File: config.mk
export PLATFORM = sky130hd
export DESIGN_NAME = ssp_spi_port
export DESIGN_NICKNAME = d
export VERILOG_FILES = /design/src/hw/ssp_pkg.sv /design/src/hw/ssp_rate_gen.sv /design/src/hw/ssp_shifter.sv /design/src/hw/ssp_spi_port.sv
export SDC_FILE = /design/constraint.sdc
export NUM_CORES = 1
export LEC_CHECK = 0
export BUFFER_PORTS_ARGS = -buffer_cell sky130_fd_sc_hd__buf_2
export CAP_MARGIN = 25
export CORE_ASPECT_RATIO = 0.5
export CORE_MARGIN = 3
export CORE_UTILIZATION = 30
export CTS_CLUSTER_SIZE = 25
export DETAILED_ROUTE_END_ITERATION = 8
export PLACE_DENSITY = 0.49
export SETUP_SLACK_MARGIN = 0.05
export SLEW_MARGIN = 15
export SYNTH_ARGS = -nofsm -noshare
export SYNTH_HDL_FRONTEND = slang
export SYNTH_SLANG_ARGS = --single-unit
export TNS_END_PERCENT = 100
File: constraint.sdc
create_clock -name mclk_i -period 3.8 [get_ports mclk_i]
set_input_delay 1.14 -clock mclk_i [delete_from_list [all_inputs] [get_ports mclk_i]]
set_output_delay 1.14 -clock mclk_i [all_outputs]
set_load 0.05 [all_outputs]
File: src/hw/ssp_pkg.sv
// constants, field layouts and carrier types of the spi port
// assumes one 25 mhz clock and a byte-wide register port
package ssp_pkg;
   // ----------------------------------------------------------------
   // register offsets
   // ----------------------------------------------------------------
   localparam logic [2:0] SSP_OFS_BUF   = 3'h0;
   localparam logic [2:0] SSP_OFS_CON1  = 3'h1;
   localparam logic [2:0] SSP_OFS_CON3  = 3'h2;
   localparam logic [2:0] SSP_OFS_STAT  = 3'h3;
   localparam logic [2:0] SSP_OFS_PERIPHERAL_IRQ_ENABLE_ONE  = 3'h4;
   localparam logic [2:0] SSP_OFS_PERIPHERAL_IRQ_FLAGS_ONE  = 3'h5;
   localparam logic [2:0] SSP_OFS_BAUD  = 3'h6;
   // ----------------------------------------------------------------
   // field positions
   // ----------------------------------------------------------------
   localparam int SSP_CON1_WRITE_COLLISION_FLAG = 7;
   localparam int SSP_CON1_OV   = 6;
   localparam int SSP_CON1_EN   = 5;
   localparam int SSP_CON1_CKP  = 4;
   localparam int SSP_CON3_BUFFER_OVERWRITE_ENABLE = 4;
   localparam int SSP_STAT_SMP  = 7;
   localparam int SSP_STAT_CKE  = 6;
   localparam int SSP_STAT_BF   = 0;
   localparam int SSP_PIR_FLAG  = 3;
   localparam int SSP_PIE_EN    = 3;
   // ----------------------------------------------------------------
   // reset values
   // ----------------------------------------------------------------
   localparam logic [7:0] SSP_RST_BYTE = 8'h00;
   // ----------------------------------------------------------------
   // mode field codes
   // ----------------------------------------------------------------
   localparam logic [3:0] SSP_MODE_DIV4   = 4'h0;
   localparam logic [3:0] SSP_MODE_DIV16  = 4'h1;
   localparam logic [3:0] SSP_MODE_DIV64  = 4'h2;
   localparam logic [3:0] SSP_MODE_TMR2   = 4'h3;
   localparam logic [3:0] SSP_MODE_SLV_SS = 4'h4;
   localparam logic [3:0] SSP_MODE_SLV    = 4'h5;
   localparam logic [3:0] SSP_MODE_BAUD   = 4'ha;
   // ----------------------------------------------------------------
   // timing: system clock cycles per serial clock half period, then the last edge index and the last bit index
   // ----------------------------------------------------------------
   localparam logic [9:0] SSP_HALF_DIV4  = 10'h002;
   localparam logic [9:0] SSP_HALF_DIV16 = 10'h008;
   localparam logic [9:0] SSP_HALF_DIV64 = 10'h020;
   localparam logic [3:0] SSP_EDGES      = 4'hf;
   localparam logic [3:0] SSP_LAST_BIT   = 4'h7;
   // ----------------------------------------------------------------
   // carrier types
   // ----------------------------------------------------------------
   typedef struct packed {
      logic [2:0] addr;
      logic [7:0] wdata;
      logic       wr;
      logic       rd;
   } ssp_bus_req_t;

   typedef enum logic {SSP_MS_IDLE, SSP_MS_RUN} ssp_mst_t;
endpackage

File: src/hw/ssp_rate_gen.sv
// serial clock half-period tick generator for master mode
// assumes the timer tick input is a one-cycle pulse in the mclk domain
`timescale 1ns/1ps
module ssp_rate_gen (
   input  wire logic       mclk_i,      // system clock
   input  wire logic       reset_i,     // sync reset
   input  wire logic       ce_i,        // clock enable
   input  wire logic       run_i,       // count while high
   input  wire logic [3:0] mode_i,      // port mode field
   input  wire logic [7:0] baud_i,      // baud divider value
   input  wire logic       tmr2_tick_i, // timer output pulse
   output logic            tick_o       // half-period tick
);
   import ssp_pkg::*;

   logic [9:0] cnt_ff;
   logic [9:0] half_len;

   function automatic logic [9:0] half_of(input logic [3:0] m, input logic [7:0] b);
      if (m == SSP_MODE_DIV16)
         half_of = SSP_HALF_DIV16;
      else if (m == SSP_MODE_DIV64)
         half_of = SSP_HALF_DIV64;
      else if (m == SSP_MODE_BAUD)
         half_of = {1'b0, b, 1'b0} + 10'h002;
      else
         half_of = SSP_HALF_DIV4;
   endfunction

   assign half_len = half_of(mode_i, baud_i);
   // timer mode toggles the clock once per timer pulse: period is two pulses
   assign tick_o = run_i && ((mode_i == SSP_MODE_TMR2) ? tmr2_tick_i
                                                      : (cnt_ff == half_len - 10'h001));

   always_ff @(posedge mclk_i) begin
      if (reset_i)
         cnt_ff <= 10'h000;
      else if (ce_i) begin
         if (!run_i || tick_o)
            cnt_ff <= 10'h000;
         else
            cnt_ff <= cnt_ff + 10'h001;
      end
   end
endmodule // ssp_rate_gen

File: src/hw/ssp_shifter.sv
// eight-bit shift register with bit counter and output latch
// assumes the caller issues at most one of load, drive, sample per cycle
`timescale 1ns/1ps
module ssp_shifter (
   input  wire logic       mclk_i,   // system clock
   input  wire logic       reset_i,  // sync reset
   input  wire logic       ce_i,     // clock enable
   input  wire logic       clr_i,    // port reset: counter to zero
   input  wire logic       load_i,   // load new byte
   input  wire logic [7:0] ld_data_i,// byte to load
   input  wire logic       drive_i,  // present next bit
   input  wire logic       sample_i, // latch serial input
   input  wire logic       sdi_i,    // serial data in
   output logic [7:0]      sr_o,     // shift register
   output logic            out_o,    // bit on the data output
   output logic [3:0]      cnt_o,    // bits taken this byte
   output logic            done_o    // last bit latched
);
   import ssp_pkg::*;

   assign done_o = sample_i && (cnt_o == SSP_LAST_BIT);

   always_ff @(posedge mclk_i) begin
      if (reset_i) begin
         sr_o  <= SSP_RST_BYTE;
         out_o <= 1'b0;
      end else if (ce_i) begin
         if (load_i) begin
            sr_o  <= ld_data_i;
            out_o <= ld_data_i[7];
         end else if (sample_i)
            sr_o  <= {sr_o[6:0], sdi_i};
         else if (drive_i)
            out_o <= sr_o[7];
      end
   end

   always_ff @(posedge mclk_i) begin
      if (reset_i)
         cnt_o <= 4'h0;
      else if (ce_i) begin
         if (clr_i || load_i || done_o)
            cnt_o <= 4'h0;
         else if (sample_i)
            cnt_o <= cnt_o + 4'h1;
      end
   end
endmodule // ssp_shifter

File: src/hw/ssp_spi_port.sv
// spi function of a synchronous serial port: registers, master clocking,
// slave edge detection, receive buffer and flags
// assumes all pins are synchronous to mclk_i and the slave clock is slow
// enough that every level lasts at least two mclk cycles
//
// Local design decisions: the address map and the address-and-strobe port.
`timescale 1ns/1ps
module ssp_spi_port (
   input  wire logic                  mclk_i,      // system clock
   input  wire logic                  reset_i,     // sync reset, active high
   input  wire logic                  ce_i,        // clock enable
   input  wire ssp_pkg::ssp_bus_req_t bus_i,       // register request
   output logic [7:0]                 rdata_o,     // read data, cycle after
   input  wire logic                  sleep_i,     // device is asleep
   input  wire logic                  idle_i,      // device is idle
   input  wire logic                  tmr2_tick_i, // timer output pulse
   input  wire logic                  sck_i,       // serial clock pin in
   output logic                       sck_o,       // serial clock pin out
   output logic                       sck_oe_o,    // serial clock drive
   input  wire logic                  sdi_i,       // serial data in
   output logic                       sdo_o,       // serial data out
   output logic                       sdo_oe_o,    // serial data drive
   input  wire logic                  ss_n_i,      // slave select, low active
   output logic                       port_irq_o,  // flag and enable
   output logic                       wake_o       // wake request
);
   import ssp_pkg::*;

   // ----------------------------------------------------------------
   // registers
   // ----------------------------------------------------------------
   logic [7:0] buf_ff;
   logic       write_collision_flag_ff, ov_ff, en_ff, ckp_ff;
   logic [3:0] mode_ff;
   logic       buffer_overwrite_enable_ff, smp_ff, cke_ff, bf_ff, flag_ff, ie_ff;
   logic [7:0] baud_ff;
   logic [7:0] con3_ff;
   logic       sck_prev_ff;
   ssp_mst_t   mst_ff;
   logic [3:0] edge_ff;

   // ----------------------------------------------------------------
   // decode
   // ----------------------------------------------------------------
   logic is_master, is_slave, ss_mode, slv_act, busy;
   logic wr_buf, rd_buf, accept, collide;
   logic tick, lead_m, trail_m, lead_s, trail_s, lead, trail;
   logic do_drive, do_sample, port_clr;
   logic [7:0] sr;
   logic [3:0] bit_cnt;
   logic       out_bit, done;

   function automatic logic hit(input logic [2:0] ofs);
      hit = (bus_i.addr == ofs);
   endfunction

   assign is_master = en_ff && ((mode_ff <= SSP_MODE_TMR2) || (mode_ff == SSP_MODE_BAUD));
   assign is_slave  = en_ff && ((mode_ff == SSP_MODE_SLV_SS) || (mode_ff == SSP_MODE_SLV));
   assign ss_mode   = is_slave && (mode_ff == SSP_MODE_SLV_SS);
   assign slv_act   = is_slave && !(ss_mode && ss_n_i);
   assign busy      = (mst_ff == SSP_MS_RUN) || (is_slave && bit_cnt != 4'h0);

   assign wr_buf  = ce_i && bus_i.wr && hit(SSP_OFS_BUF);
   assign rd_buf  = ce_i && bus_i.rd && hit(SSP_OFS_BUF);
   assign accept  = wr_buf && !busy && !write_collision_flag_ff;
   assign collide = wr_buf && busy;

   // ----------------------------------------------------------------
   // master clocking
   // ----------------------------------------------------------------
   // the rate counter holds while asleep, so a transfer resumes mid-bit
   ssp_rate_gen u_rate (
      .mclk_i      (mclk_i),
      .reset_i     (reset_i),
      .ce_i        (ce_i && !sleep_i),
      .run_i       ((mst_ff == SSP_MS_RUN) && !sleep_i),
      .mode_i      (mode_ff),
      .baud_i      (baud_ff),
      .tmr2_tick_i (tmr2_tick_i),
      .tick_o      (tick)
   );

   assign lead_m  = tick && !edge_ff[0];
   assign trail_m = tick && edge_ff[0];

   always_ff @(posedge mclk_i) begin
      if (reset_i) begin
         mst_ff  <= SSP_MS_IDLE;
         edge_ff <= 4'h0;
      end else if (ce_i) begin
         case (mst_ff)
            SSP_MS_IDLE: begin
               edge_ff <= 4'h0;
               if (accept && is_master)
                  mst_ff <= SSP_MS_RUN;
            end
            SSP_MS_RUN: begin
               if (!is_master)
                  mst_ff <= SSP_MS_IDLE;
               else if (tick) begin
                  edge_ff <= edge_ff + 4'h1;
                  if (edge_ff == SSP_EDGES)
                     mst_ff <= SSP_MS_IDLE;
               end
            end
            default: mst_ff <= SSP_MS_IDLE;
         endcase
      end
   end

   always_ff @(posedge mclk_i) begin
      if (reset_i)
         sck_o <= 1'b0;
      else if (ce_i) begin
         if (mst_ff == SSP_MS_IDLE || !is_master)
            sck_o <= ckp_ff;
         else if (tick)
            sck_o <= !sck_o;
      end
   end

   // ----------------------------------------------------------------
   // slave edge detection
   // ----------------------------------------------------------------
   // the leading edge is the one leaving the idle level; a clock that is not
   // idle when the port is enabled would misalign the byte
   always_ff @(posedge mclk_i) begin
      if (reset_i)
         sck_prev_ff <= 1'b0;
      else if (ce_i)
         sck_prev_ff <= sck_i;
   end

   // sleep does not gate the slave path: the external clock drives it
   assign lead_s  = slv_act && (sck_i != sck_prev_ff) && (sck_prev_ff == ckp_ff);
   assign trail_s = slv_act && (sck_i != sck_prev_ff) && (sck_prev_ff != ckp_ff);
   assign lead    = lead_m || lead_s;
   assign trail   = trail_m || trail_s;

   // edge select set: bit already out, sample leading, drive trailing;
   // sample phase is not used to move the sampling point
   assign do_sample = cke_ff ? lead : trail;
   assign do_drive  = cke_ff ? trail : lead;
   assign port_clr  = !en_ff || (ss_mode && ss_n_i);

   // the input is sampled whether or not anything listens to the output
   ssp_shifter u_shift (
      .mclk_i    (mclk_i),
      .reset_i   (reset_i),
      .ce_i      (ce_i),
      .clr_i     (port_clr),
      .load_i    (accept),
      .ld_data_i (bus_i.wdata),
      .drive_i   (do_drive),
      .sample_i  (do_sample),
      .sdi_i     (sdi_i),
      .sr_o      (sr),
      .out_o     (out_bit),
      .cnt_o     (bit_cnt),
      .done_o    (done)
   );

   // ----------------------------------------------------------------
   // pins
   // ----------------------------------------------------------------
   assign sck_oe_o = is_master;
   assign sdo_o    = out_bit;
   // without select control the slave output never floats
   assign sdo_oe_o = is_master || (is_slave && !(ss_mode && ss_n_i));

   // ----------------------------------------------------------------
   // receive buffer and flags
   // ----------------------------------------------------------------
   always_ff @(posedge mclk_i) begin
      if (reset_i)
         buf_ff <= SSP_RST_BYTE;
      else if (ce_i) begin
         // the last bit enters the shifter on this same edge: take it from the pin
         if (done && (!bf_ff || buffer_overwrite_enable_ff))
            buf_ff <= {sr[6:0], sdi_i};
         else if (accept)
            buf_ff <= bus_i.wdata;
      end
   end

   // every set below beats a same-cycle clear so no event is lost
   always_ff @(posedge mclk_i) begin
      if (reset_i)
         bf_ff <= 1'b0;
      else if (ce_i) begin
         if (done)
            bf_ff <= 1'b1;
         else if (rd_buf)
            bf_ff <= 1'b0;
      end
   end

   always_ff @(posedge mclk_i) begin
      if (reset_i)
         flag_ff <= 1'b0;
      else if (ce_i) begin
         if (done)
            flag_ff <= 1'b1;
         else if (bus_i.wr && hit(SSP_OFS_PERIPHERAL_IRQ_FLAGS_ONE))
            flag_ff <= bus_i.wdata[SSP_PIR_FLAG];
      end
   end

   always_ff @(posedge mclk_i) begin
      if (reset_i) begin
         write_collision_flag_ff <= 1'b0;
         ov_ff   <= 1'b0;
      end else if (ce_i) begin
         if (collide)
            write_collision_flag_ff <= 1'b1;
         else if (bus_i.wr && hit(SSP_OFS_CON1))
            write_collision_flag_ff <= bus_i.wdata[SSP_CON1_WRITE_COLLISION_FLAG];
         if (done && bf_ff)
            ov_ff <= 1'b1;
         else if (bus_i.wr && hit(SSP_OFS_CON1))
            ov_ff <= bus_i.wdata[SSP_CON1_OV];
      end
   end

   // ----------------------------------------------------------------
   // control registers
   // ----------------------------------------------------------------
   always_ff @(posedge mclk_i) begin
      if (reset_i) begin
         en_ff   <= 1'b0;
         ckp_ff  <= 1'b0;
         mode_ff <= SSP_MODE_DIV4;
         con3_ff <= SSP_RST_BYTE;
         smp_ff  <= 1'b0;
         cke_ff  <= 1'b0;
         ie_ff   <= 1'b0;
         baud_ff <= SSP_RST_BYTE;
      end else if (ce_i && bus_i.wr) begin
         if (hit(SSP_OFS_CON1)) begin
            en_ff   <= bus_i.wdata[SSP_CON1_EN];
            ckp_ff  <= bus_i.wdata[SSP_CON1_CKP];
            mode_ff <= bus_i.wdata[3:0];
         end else if (hit(SSP_OFS_CON3))
            con3_ff <= bus_i.wdata;
         else if (hit(SSP_OFS_STAT)) begin
            smp_ff <= bus_i.wdata[SSP_STAT_SMP];
            cke_ff <= bus_i.wdata[SSP_STAT_CKE];
         end else if (hit(SSP_OFS_PERIPHERAL_IRQ_ENABLE_ONE))
            ie_ff <= bus_i.wdata[SSP_PIE_EN];
         else if (hit(SSP_OFS_BAUD))
            baud_ff <= bus_i.wdata;
      end
   end

   assign buffer_overwrite_enable_ff = con3_ff[SSP_CON3_BUFFER_OVERWRITE_ENABLE];

   // ----------------------------------------------------------------
   // read port
   // ----------------------------------------------------------------
   always_ff @(posedge mclk_i) begin
      if (reset_i)
         rdata_o <= SSP_RST_BYTE;
      else if (ce_i) begin
         if (!bus_i.rd)
            rdata_o <= SSP_RST_BYTE;
         else if (hit(SSP_OFS_BUF))
            rdata_o <= buf_ff;
         else if (hit(SSP_OFS_CON1))
            rdata_o <= {write_collision_flag_ff, ov_ff, en_ff, ckp_ff, mode_ff};
         else if (hit(SSP_OFS_CON3))
            rdata_o <= con3_ff;
         else if (hit(SSP_OFS_STAT))
            rdata_o <= {smp_ff, cke_ff, 5'h00, bf_ff};
         else if (hit(SSP_OFS_PERIPHERAL_IRQ_ENABLE_ONE))
            rdata_o <= {4'h0, ie_ff, 3'h0};
         else if (hit(SSP_OFS_PERIPHERAL_IRQ_FLAGS_ONE))
            rdata_o <= {4'h0, flag_ff, 3'h0};
         else if (hit(SSP_OFS_BAUD))
            rdata_o <= baud_ff;
         else
            rdata_o <= SSP_RST_BYTE;
      end
   end

   // ----------------------------------------------------------------
   // wake and interrupt
   // ----------------------------------------------------------------
   // a master cannot wake from sleep: its own clock is stopped
   assign port_irq_o = flag_ff && ie_ff;
   assign wake_o     = port_irq_o && (idle_i || (sleep_i && is_slave));
endmodule // ssp_spi_port

## Word level (Yosys, flattened, before mapping)

Index checks and enable logic that the tools add are counted.

- Add/sub/neg operators: 5
- $lt $le $gt $ge: 1
- Eq/ne operators: 21
- Multiplexer cells: 42
- Bitwise operators: 5
- Reductions and logical operators: 79

Operators by type and width:

| kind | count |
|---|---|
| $mux W8 | 12 |
| $mux W10 | 4 |
| $logic_and A1 B1 Y1 | 30 |
| $mux W1 | 20 |
| $reduce_and A2 Y1 | 9 |
| $reduce_bool A2 Y1 | 9 |
| $mux W4 | 4 |
| $logic_or A1 B1 Y1 | 13 |
| $eq A4 B3 Y1 const B | 3 |
| $add A10 B1 Y10 const B | 1 |
| $add A9 B2 Y10 const B | 1 |
| $eq A10 B10 Y1 | 1 |
| $logic_not A1 Y1 | 10 |
| $sub A10 B1 Y10 const B | 1 |
| $eq A3 B3 Y1 const B | 3 |
| $reduce_and A3 Y1 | 3 |
| $add A4 B1 Y4 const B | 2 |
| $eq A4 B2 Y1 const B | 2 |
| $eq A4 B4 Y1 const B | 2 |
| $pmux W4 S2 | 1 |
| $eq A3 B2 Y1 const B | 2 |
| $reduce_and A6 Y1 | 1 |
| $not A1 Y1 | 5 |
| $reduce_and A5 Y1 | 1 |
| other kinds (11) | 13 |

- Flip-flop bits (word level): 75
- Bits of input ports: 22
- Output and inout bits: 14

## Longest topological paths before layout

Gate-level depths: netlist of run 1.

- Word-level depth: 15
- Depth in mapped cells: 14
- Mapped depth without buffers: 12

## Modules after synthesis

From an unflattened synthesis of run 1, not the netlist that was laid out.

- Cells, all modules: 526
- Area total of the unflattened synthesis: 4530.6 µm²

Modules (own cells, without submodules):

| module | times used | cells each | area each (µm²) |
|---|---|---|---|
| ssp_spi_port | 1 | 316 | 2682.6 |
| ssp_rate_gen | 1 | 140 | 1117.3 |
| ssp_shifter | 1 | 70 | 730.7 |

## Worst setup path after synthesis of run 1

Ideal clock, no wire load.

- Path kind: register to output
- Start point: reg mode_ff[0]
- End point: out sdo_oe_o
- Arrival time: 2.553 ns
- Path slack: 0.107 ns
- Stages on the path, launching flop included: 5
- Buffers on the path: 1
- Cell sequence: dfxtp_1 > buf_2 > nand2b_1 > a211oi_1 > or2_2

- Elaborated cells between the ends (all ways): 13

RTL lines:

| element | line | source |
|---|---|---|
| start: declaration | ssp_spi_port.sv:34 | `logic [3:0] mode_ff;` |
| start signal: assignment | ssp_spi_port.sv:242 | `mode_ff <= bus_i.wdata[3:0];` |
| $le A4 B2 Y1 or $eq A4 B4 Y1 (tied branches) | ssp_spi_port.sv:57 | `assign is_master = en_ff && ((mode_ff <= SSP_MODE_TMR2) \|\| (mode_ff == SSP_MODE_BAUD));` |
| $logic_or A1 B1 Y1 (*) | ssp_spi_port.sv:57 |  |
| $logic_and A1 B1 Y1 (*) | ssp_spi_port.sv:57 |  |
| via sck_oe_o | ssp_spi_port.sv:19 | `output logic sck_oe_o,` |
| $logic_or A1 B1 Y1 (*) | ssp_spi_port.sv:169 | `assign sdo_oe_o = is_master \|\| (is_slave && !(ss_mode && ss_n_i));` |
| end: declaration | ssp_spi_port.sv:22 | `output logic sdo_oe_o,` |

Mark *: on every way through the listed nets, which the timed path passes. The rest lies on a longest branch.

## Worst setup path in the final report of run 1

- Start point: reg baud_ff[1]
- End point: reg u_shift.cnt_o[3]

- Cells in the longest elaborated chain, start to end: 15
- Elaborated cells between the ends (all ways): 18

Ends and longest elaborated chain:

| element | line | source |
|---|---|---|
| start: declaration | ssp_spi_port.sv:36 | `logic [7:0] baud_ff;` |
| start signal: assignment | ssp_spi_port.sv:251 | `baud_ff <= bus_i.wdata;` |
| $add A9 B2 Y10 (*) | ssp_rate_gen.sv:25 | `half_of = {1'b0, b, 1'b0} + 10'h002;` |
| $mux W10 (*) | ssp_rate_gen.sv:24 | `else if (m == SSP_MODE_BAUD)` |
| $mux W10 (*) | ssp_rate_gen.sv:22 | `else if (m == SSP_MODE_DIV64)` |
| $mux W10 (*) | ssp_rate_gen.sv:20 | `if (m == SSP_MODE_DIV16)` |
| $sub A10 B1 Y10 (*) | ssp_rate_gen.sv:33 | `: (cnt_ff == half_len - 10'h001));` |
| $eq A10 B10 Y1 (*) | ssp_rate_gen.sv:33 |  |
| $mux W1 (*) | ssp_rate_gen.sv:32 | `assign tick_o = run_i && ((mode_i == SSP_MODE_TMR2) ? tmr2_tick_i` |
| $logic_and A1 B1 Y1 (*) | ssp_rate_gen.sv:32 |  |
| $logic_and A1 B1 Y1 (on tied branches) | ssp_spi_port.sv:84, ssp_spi_port.sv:83 |  |
| $logic_or A1 B1 Y1 (on tied branches) | ssp_spi_port.sv:138, ssp_spi_port.sv:137 |  |
| $mux W1 (*) | ssp_spi_port.sv:142 | `assign do_sample = cke_ff ? lead : trail;` |
| $logic_and A1 B1 Y1 | ssp_shifter.sv:21 | `assign done_o = sample_i && (cnt_o == SSP_LAST_BIT);` |
| $logic_or A1 B1 Y1 | ssp_shifter.sv:42 | `if (clr_i \|\| load_i \|\| done_o)` |
| $reduce_bool A2 Y1 (no line) | -- |  |
| $reduce_and A2 Y1 (no line) | -- |  |
| end signal: assignment | ssp_shifter.sv:45 | `cnt_o <= cnt_o + 4'h1;` |
| end: declaration | ssp_shifter.sv:16 | `output logic [3:0] cnt_o,` |

Mark *: on every way between the ends. The rest lies on a longest branch, timed or not.
A chain may end at the register's enable or synchronous reset.

==> summary.md, run 1 <==
| Metric | Value |
|---|---|
| Status | finished clean |
| Register area | between 0.0015 and 0.002 mm^2 |
| Most common cell in the netlist | dfxtp_1 |
| Final cell count without fillers | between 800 and 900 |
| Seq/Total Area, Yosys | 32.5% |
| Clk root buf | clkbuf_16 |
| Diode count | 0 |
| Area of the multi-input gates | approximately 0.0030 mm^2 |
| Layout Nets | 640 |
| Crit Path Max Fanout | 9 |
| Ys flop type | dfxtp_1 |
| CP max stage delay | approximately 0.52 ns |
| Hold_sp | u_shift.out_o$_SDFFE_PP0P_ |
| CORE AREA | roughly 0.015 mm^2 |
| Final antenna-violating net count | 0 |
| Final Max Slew Viols | 0 |
| Final hold slack | roughly 0.46 ns |
| Synthesized area | approximately 0.0046 mm^2 |
| Pleak | 0.00193 uW |
| Worst Path Class, Setup | reg -> reg |
| PwrDens | approximately 330 mW/mm^2 |
| Leading area contributor after synthesis | dfxtp_1 |
| Max Clock Freq | ~280 MHz |
| Filler cells | ~1.6k |
| Synth unique cells | 67 |
| Postcts setup bufs | 0 |
| Hold EP | u_shift.out_o$_SDFFE_PP0P_ |
| Worst path cell trace | ha_2 -> nand3_1 -> xor2_1 -> a211o_1 -> a311o_1 -> a2111oi_4 -> o2111ai_1 -> o211a_4 -> or4_1 -> a31oi_1 |
| MaxCap Viol Count | 0 |
| Worst slew margin | a little under 50% |
| Reg clk slew, reported paths | 0.06 ns |
| Asr flop ratio synth | 0% |
| RePlAce Congestion | 0.882 |
| WL/cell | between 15 and 20 um |
| Power Internal | ~1300 uW |
| Worst EP required | just over 4 ns |
| Vias | 4,305 |
| Ports | 36 |
| Clock power share | ~46% |
| Starting Density | between 30% and 40% |
| Setup crit start kind | flop |
| Row Count | 31 |
| CTS tree | built |
| Final clock skew | 0.00734 ns |
| GRT Total Usage | between 10% and 20% |
| Fin crit period | roughly 3.5 ns |
| Synth Net Count | between 600 and 700 |
| 1st-iter DRT viols | approximately 360 |
| Maximum buffer depth of the clock tree | 2 |
| First drt pass iteration count | 5 |
| Dpl cells | 799 |
| Final hold vios | 0 |
| Worst hold path class | reg -> reg |
| Die Y | 93.8 um |
| First-pass GRT wire length | approximately 22,000 um |
| HPWL Detailed | just over 10,000 um |
| RSZ-0062 raised after global routing | false |
| Crit path capture type | flop |
| Layout cell share with drive strength beyond 1 | between 10% and 20% |
| Actual slew at the worst max-slew pin | approximately 0.76 ns |
| Critical Path AT | ~3.8 ns |
| Reg2Reg Launch Point | baud_ff[1]$_SDFFE_PP0P_ |
| Synth top cells by count | 75 x dfxtp_1, 74 x nand2_1, 52 x nor2_1, 42 x a21oi_1, 31 x mux2i_1 |
| Peak supply drop | 0.000158 V |
| Power, Total | 1770 uW |
| Sw Ratio | approximately 25% |
| Final period util | just over 90% |
| Switch Pwr | 448 uW |
| Total Neg Setup Slack | 0 ns |
| Worst R2R Path Depth | 10 |
| Number of synthesized flops with an enable pin | 0 |
| DIE WIDTH | between 150 and 200 um |
| # H-tree levels | 3 |
| Largest net degree at the start of global routing | 43 |
| Largest cells by area after synthesis | dfxtp_1 32%, mux2i_1 6.7%, nand2_1 6.0% |
| Mean Syn Cell Area | between 8 and 9 um^2 |
| Worst path slowest cell | or4_1 |
| DIE AREA | ~0.017 mm^2 |
| Area grow syn2layout | 16.7% |
| Post-synthesis cell count | between 500 and 600 |
| RR Endpoint | u_shift.cnt_o[3]$_SDFFE_PP0P_ |
| Reg2reg setup slack | between 0.2 and 0.3 ns |
| Vias per inst | about 5.3 |
| Clk_lat worst skew | roughly 0.34 ns |
| Vias in the first global route | 3,970 |
| Clock sinks | 75 |
| Syn. warnings | 0 |
| Yosys reg bits | 75 |
| Flop pwr share | approximately 45% |
| Input/output buffers | 35 |
| Hold Path Cell Cnt | 2 |
| Post-synth top area share | around a third |
| Initial antenna violation count | 0 |
| Endpoints failing setup | 0 |
| TritonCTS Buffers | 9 |
| GRT overflow | 0 |
| Number of remaining DRC errors | 0 |
| Combinational Power Share | under 10% |
| Final wirelength | between 10,000 and 15,000 um |
[power groups by stage]
stage	clock, uW	combinational (uW)	sequential (uW)
floorplan	0	88.0	821
global placement	0	150	821
detailed placement	0	150	821
CTS	835	151	804
global route	864	165	805
finish	814	151	804
[per-stage QoR]
stage | utilization, % | setup slack (ns) | cell area [um^2]
6_report | 36.5 | 0.289 | 5390
5_1_grt | 36.5 | 0.0595 | 5390
4_1_cts | 36.4 | 0.193 | 5380
3_5_place_dp | 34.5 | 0.190 | 5100
3_3_place_gp | 34.5 | 0.273 | 5100
2_1_floorplan | - | 0.107 | 4620
[logic make-up after synthesis]
group,synth area share [%]
buffers and inverters,4.03
AND/OR/NAND/NOR,26.1
multiplexers,8.91
adder cells (fa/ha/maj),1.62
AO/OA/AOI/OAI,21.6
flip-flops,32.5
XOR/XNOR,5.23
[registers in the layout, summed over array words and instances (netlist names), 4 cells and up]
signal / cells
u_rate.cnt_ff: 10
baud_ff: 8
buf_ff: 8
con3_ff: 8
rdata_o: 8
u_shift.sr_o: 8
edge_ff: 4
mode_ff: 4
u_shift.cnt_o: 4
[critical path, delay by kind of cell (launching register included)]
kind | cells | cell delay, ns
flip-flops | 1 | 0.44
XOR/XNOR | 1 | 0.19
AO/OA/AOI/OAI | 6 | 1.88
AND/OR/NAND/NOR | 2 | 0.62
adder cells (fa/ha/maj) | 1 | 0.29
[worst max-delay path by stage]
| stage | endpoint | start | cells past startpoint | slack, ns |
|---|---|---|---|---|
| final | u_shift.cnt_o[3]$_SDFFE_PP0P_ | baud_ff[1]$_SDFFE_PP0P_ | 10 | 0.29 |
| after global placement | u_shift.cnt_o[3]$_SDFFE_PP0P_ | baud_ff[1]$_SDFFE_PP0P_ | 10 | 0.27 |
| after floorplan | sdo_oe_o | mode_ff[0]$_SDFFE_PP0P_ | 4 | 0.11 |
| after global routing | buf_ff[5]$_SDFFE_PP0P_ | mode_ff[0]$_SDFFE_PP0P_ | 12 | 0.06 |
| after detailed placement | u_shift.cnt_o[3]$_SDFFE_PP0P_ | baud_ff[1]$_SDFFE_PP0P_ | 10 | 0.19 |
| after CTS | buf_ff[5]$_SDFFE_PP0P_ | baud_ff[1]$_SDFFE_PP0P_ | 10 | 0.19 |
[what timing repair did]
item	4_1_cts	5_1_grt
hold buffers	0	0
hold endpoints to repair	0	0
endpoints found under the setup margin	0	16
gates resized for setup	0	5
[metal layers]
metal | part of all wire, % | GRT usage (%) | vias up | routed length [um]
li1 | - | - | 2155 | -
met2 | 43 | 24.9 | 73 | 5990
met3 | 3.3 | 3.21 | 11 | 459
met1 | 53 | 23.8 | 2066 | 7320
met4 | 0.85 | 3.80 | 0 | 118
met5 | 0 | 0 | - | 0
[layout make-up]
type                       instances  share of cell area (%)
clock buffer                      12                    4.76
timing repair buffer              59                    6.59
clock inverter                     4                   0.464
inverter                          14                   0.974
multi-input combinational        453                    54.8
sequential                        75                    27.9
tap                              198                    4.59
[cells in the final DEF, fill, tap and decap left out, drive strengths merged, types with 11 or more instances in the layout]
| cell type | n |
|---|---|
| xor2 | 16 |
| nor2b | 13 |
| nand3 | 20 |
| nand2b | 11 |
| o21ai | 28 |
| nand4 | 11 |
| a31oi | 11 |
| buf | 59 |
| a21oi | 42 |
| nand2 | 74 |
| clkbuf | 12 |
| inv | 14 |
| dfxtp | 75 |
| nor3 | 17 |
| nor2 | 52 |
| mux2i | 31 |
Note: power is estimated with default switching activity, not from simulation.
==> inputs of run 2 (changes only) <==
--- a/config.mk
+++ b/config.mk
@@ -12,7 +12,7 @@
 export CORE_UTILIZATION = 30
 export CTS_CLUSTER_SIZE = 25
 export DETAILED_ROUTE_END_ITERATION = 8
-export PLACE_DENSITY = 0.49
+export PLACE_DENSITY = 0.57
 export SETUP_SLACK_MARGIN = 0.05
 export SLEW_MARGIN = 15
 export SYNTH_ARGS = -nofsm -noshare
==> constraint.sdc (replaced) <==
create_clock -name mclk_i -period 4.5 [get_ports mclk_i]
set_input_delay 1.35 -clock mclk_i [delete_from_list [all_inputs] [get_ports mclk_i]]
set_output_delay 1.35 -clock mclk_i [all_outputs]
set_load 0.05 [all_outputs]
==> run 2 against run 1 <==
Register-to-register slack improved by 0.48 ns. Count of clock-buffer cells in the layout did not move. Non-clock buffer count down 15. Via count decreased by 1.3%. Setup slack improved by 0.48 ns. Wire length decreased by 6.8%. Maximum frequency shrank 6.0%. Critical path type unchanged. Critical endpoint unchanged. Largest power group unchanged.
==> summary.md, run 2 (synthesis gave the netlist of run 1 again) <==
| Metric | Value |
|---|---|
| Status | finished clean |
| Final hold slack | 0.459 ns (-0.00211 ns) |
| Setup crit start kind | flop |
| Die Y | 93.8 um (unchanged) |
| Peak supply drop | 0.000162 V (+2.7%) |
| Final antenna-violating net count | 0 (unchanged) |
| Reg clk slew, reported paths | 0.06 ns (about the same) |
| Starting Density | 31.3% (unchanged) |
| Diode count | 0 (unchanged) |
| Vias in the first global route | 3,891 (-2.0%) |
| Hold Path Cell Cnt | 2 (unchanged) |
| Largest Register | u_rate.cnt_ff |
| Final wirelength | 12,900 um (-6.8%) |
| Layout Nets | 625 (-2.3%) |
| Cts repair resizes | 0 (unchanged) |
| TritonCTS Buffers | 9 (unchanged) |
| Final period util | 83.0% (-9.4 points) |
| Final hold vios | 0 (unchanged) |
| Reg2reg setup slack | 0.77 ns (+0.48 ns) |
| Total Neg Setup Slack | 0 ns (unchanged) |
| Vias per inst | 5.31 (+0.50%) |
| # H-tree levels | 3 (unchanged) |
| Postcts setup bufs | 0 (unchanged) |
| WL/cell | 16.2 um (-5.1%) |
| PwrDens | 289 mW/mm^2 (-12%) |
| Pleak | 0.00187 uW (-3.4%) |
| Worst slew margin | 39.8% (-9.5 points) |
| CP max stage delay | 0.52 ns (about the same) |
| Worst hold path class | reg -> reg |
| RSZ-0062 raised after global routing | false |
| Critical Path AT | 4.00 ns (+0.23 ns) |
| CTS hold repair buffers | 0 (unchanged) |
| CORE AREA | 0.0148 mm^2 (unchanged) |
| First-pass GRT wire length | 21,100 um (-4.7%) |
| Crit Path Max Fanout | 9 (unchanged) |
| Worst EP required | 4.76 ns (+0.70 ns) |
| Filler cells | 1,539 (-1.1%) |
| Largest net degree at the start of global routing | 47 (+9.3%) |
| Crit path capture type | flop |
| Maximum buffer depth of the clock tree | 2 (unchanged) |
| DIE AREA | 0.0170 mm^2 (unchanged) |
| DIE WIDTH | 182 um (unchanged) |
| RePlAce Congestion | 0.881 (-0.19%) |
| Worst path slowest cell | or4_1 |
| Input/output buffers | 35 (unchanged) |
| Worst R2R Path Depth | 10 (unchanged) |
| Fin crit period | 3.73 ns (+0.222 ns) |
| Clk root buf | clkbuf_16 |
| GRT overflow | 0 (unchanged) |
| Final clock skew | 0.00511 ns (-0.00223 ns) |
| GRT Total Usage | 15.4% (-0.93 points) |
| Max Clock Freq | 268 MHz (-6.0%) |
| 1st-iter DRT viols | 388 (+7.5%) |
| HPWL Detailed | 9450 um (-7.0%) |
| Initial antenna violation count | 0 (unchanged) |
| Layout cell share with drive strength beyond 1 | 14.3% (-3.1 points) |
| Max reg flops | 10 (unchanged) |
| CTS tree | built |
| Endpoints failing setup | 0 (unchanged) |
| First drt pass iteration count | 5 (unchanged) |
| Clk_lat worst skew | 0.34 ns (about the same) |
| Ports | 36 (unchanged) |
| Final Max Slew Viols | 0 (unchanged) |
| Most common cell after layout, fill and taps aside | dfxtp_1 |
| Area grow syn2layout | 14.3% |
| Row Count | 31 (unchanged) |
| MaxCap Viol Count | 0 (unchanged) |
| Commonest cells after routing, fill and taps aside | 75 x dfxtp_1, 74 x nand2_1, 52 x nor2_1 |
| Worst Path Class, Setup | reg -> reg |
| Vias | 4,247 (-1.3%) |
| Clock sinks | 75 (unchanged) |
| Worst path cell trace | ha_1 -> xor2_1 -> a32o_1 -> nor3_1 -> a311o_1 -> a2111oi_4 -> o2111ai_1 -> o211a_4 -> or4_1 -> a31oi_1 |
| Actual slew at the worst max-slew pin | 0.896 ns (+0.135 ns) |
| Number of remaining DRC errors | 0 (unchanged) |
-- run 2: cell count changes in the layout (fill, tap and decap cells not counted), sizes merged --
cell / change
buf: -15
clkinv: -1
bufinv: +1
-- run 2: critical path, delay by kind of cell (launching register included) --
family | cells | cell delay [ns]
compound gates | 6 | 1.92
fa+ha+maj | 1 | 0.30
xor+xnor | 1 | 0.32
simple gates | 2 | 0.63
flops | 1 | 0.49
-- run 2: worst paths after layout --
path	from	to
worst max-delay path	baud_ff[0]$_SDFFE_PP0P_	u_shift.cnt_o[3]$_SDFFE_PP0P_
worst min register to register	rdata_o[2]$_SDFFE_PP0P_	rdata_o[2]$_SDFFE_PP0P_
worst max register to register	baud_ff[0]$_SDFFE_PP0P_	u_shift.cnt_o[3]$_SDFFE_PP0P_
worst min-delay path	rdata_o[2]$_SDFFE_PP0P_	rdata_o[2]$_SDFFE_PP0P_
-- run 2: metrics by stage --
| step | std cells | power [uW] | cell area [um^2] | util (%) | setup WS, ns |
|---|---|---|---|---|---|
| after floorplan | 573 | 768 | 4620 | - | 0.597 |
| after global placement | 784 | 811 | 4980 | 33.7 | 0.754 |
| after detailed placement | 784 | 812 | 4980 | 33.7 | 0.771 |
| after CTS | 800 | 1540 | 5280 | 35.7 | 0.753 |
| after global routing | 800 | 1580 | 5280 | 35.7 | 0.388 |
| final | 800 | 1530 | 5280 | 35.7 | 0.767 |
-- run 2: power breakdown --
part | total [uW] | internal [uW] | switching [uW]
sequential | 679 | 671 | 7.88
combinational | 120 | 38.4 | 81.3
clock | 729 | 444 | 285
total | 1530 | 1150 | 374
-- run 2: layout make-up --
class / count / area, um^2 / share of cell area, %
clock buffers: 12 / 246 / 4.67
clock inverters: 4 / 50.0 / 0.948
inverters: 14 / 52.6 / 0.995
multi-input cells: 453 / 2940 / 55.7
flip-flops and latches: 75 / 1500 / 28.4
well taps: 198 / 248 / 4.69
repair buffers: 44 / 243 / 4.60
-- run 2: layer usage --
metal,routed length [um],part of all wire (%),GRT usage [%]
met2,5790,45,23.7
met4,72,0.56,3.42
met3,591,4.6,3.36
met1,6480,50,22.2
met5,0,0,0
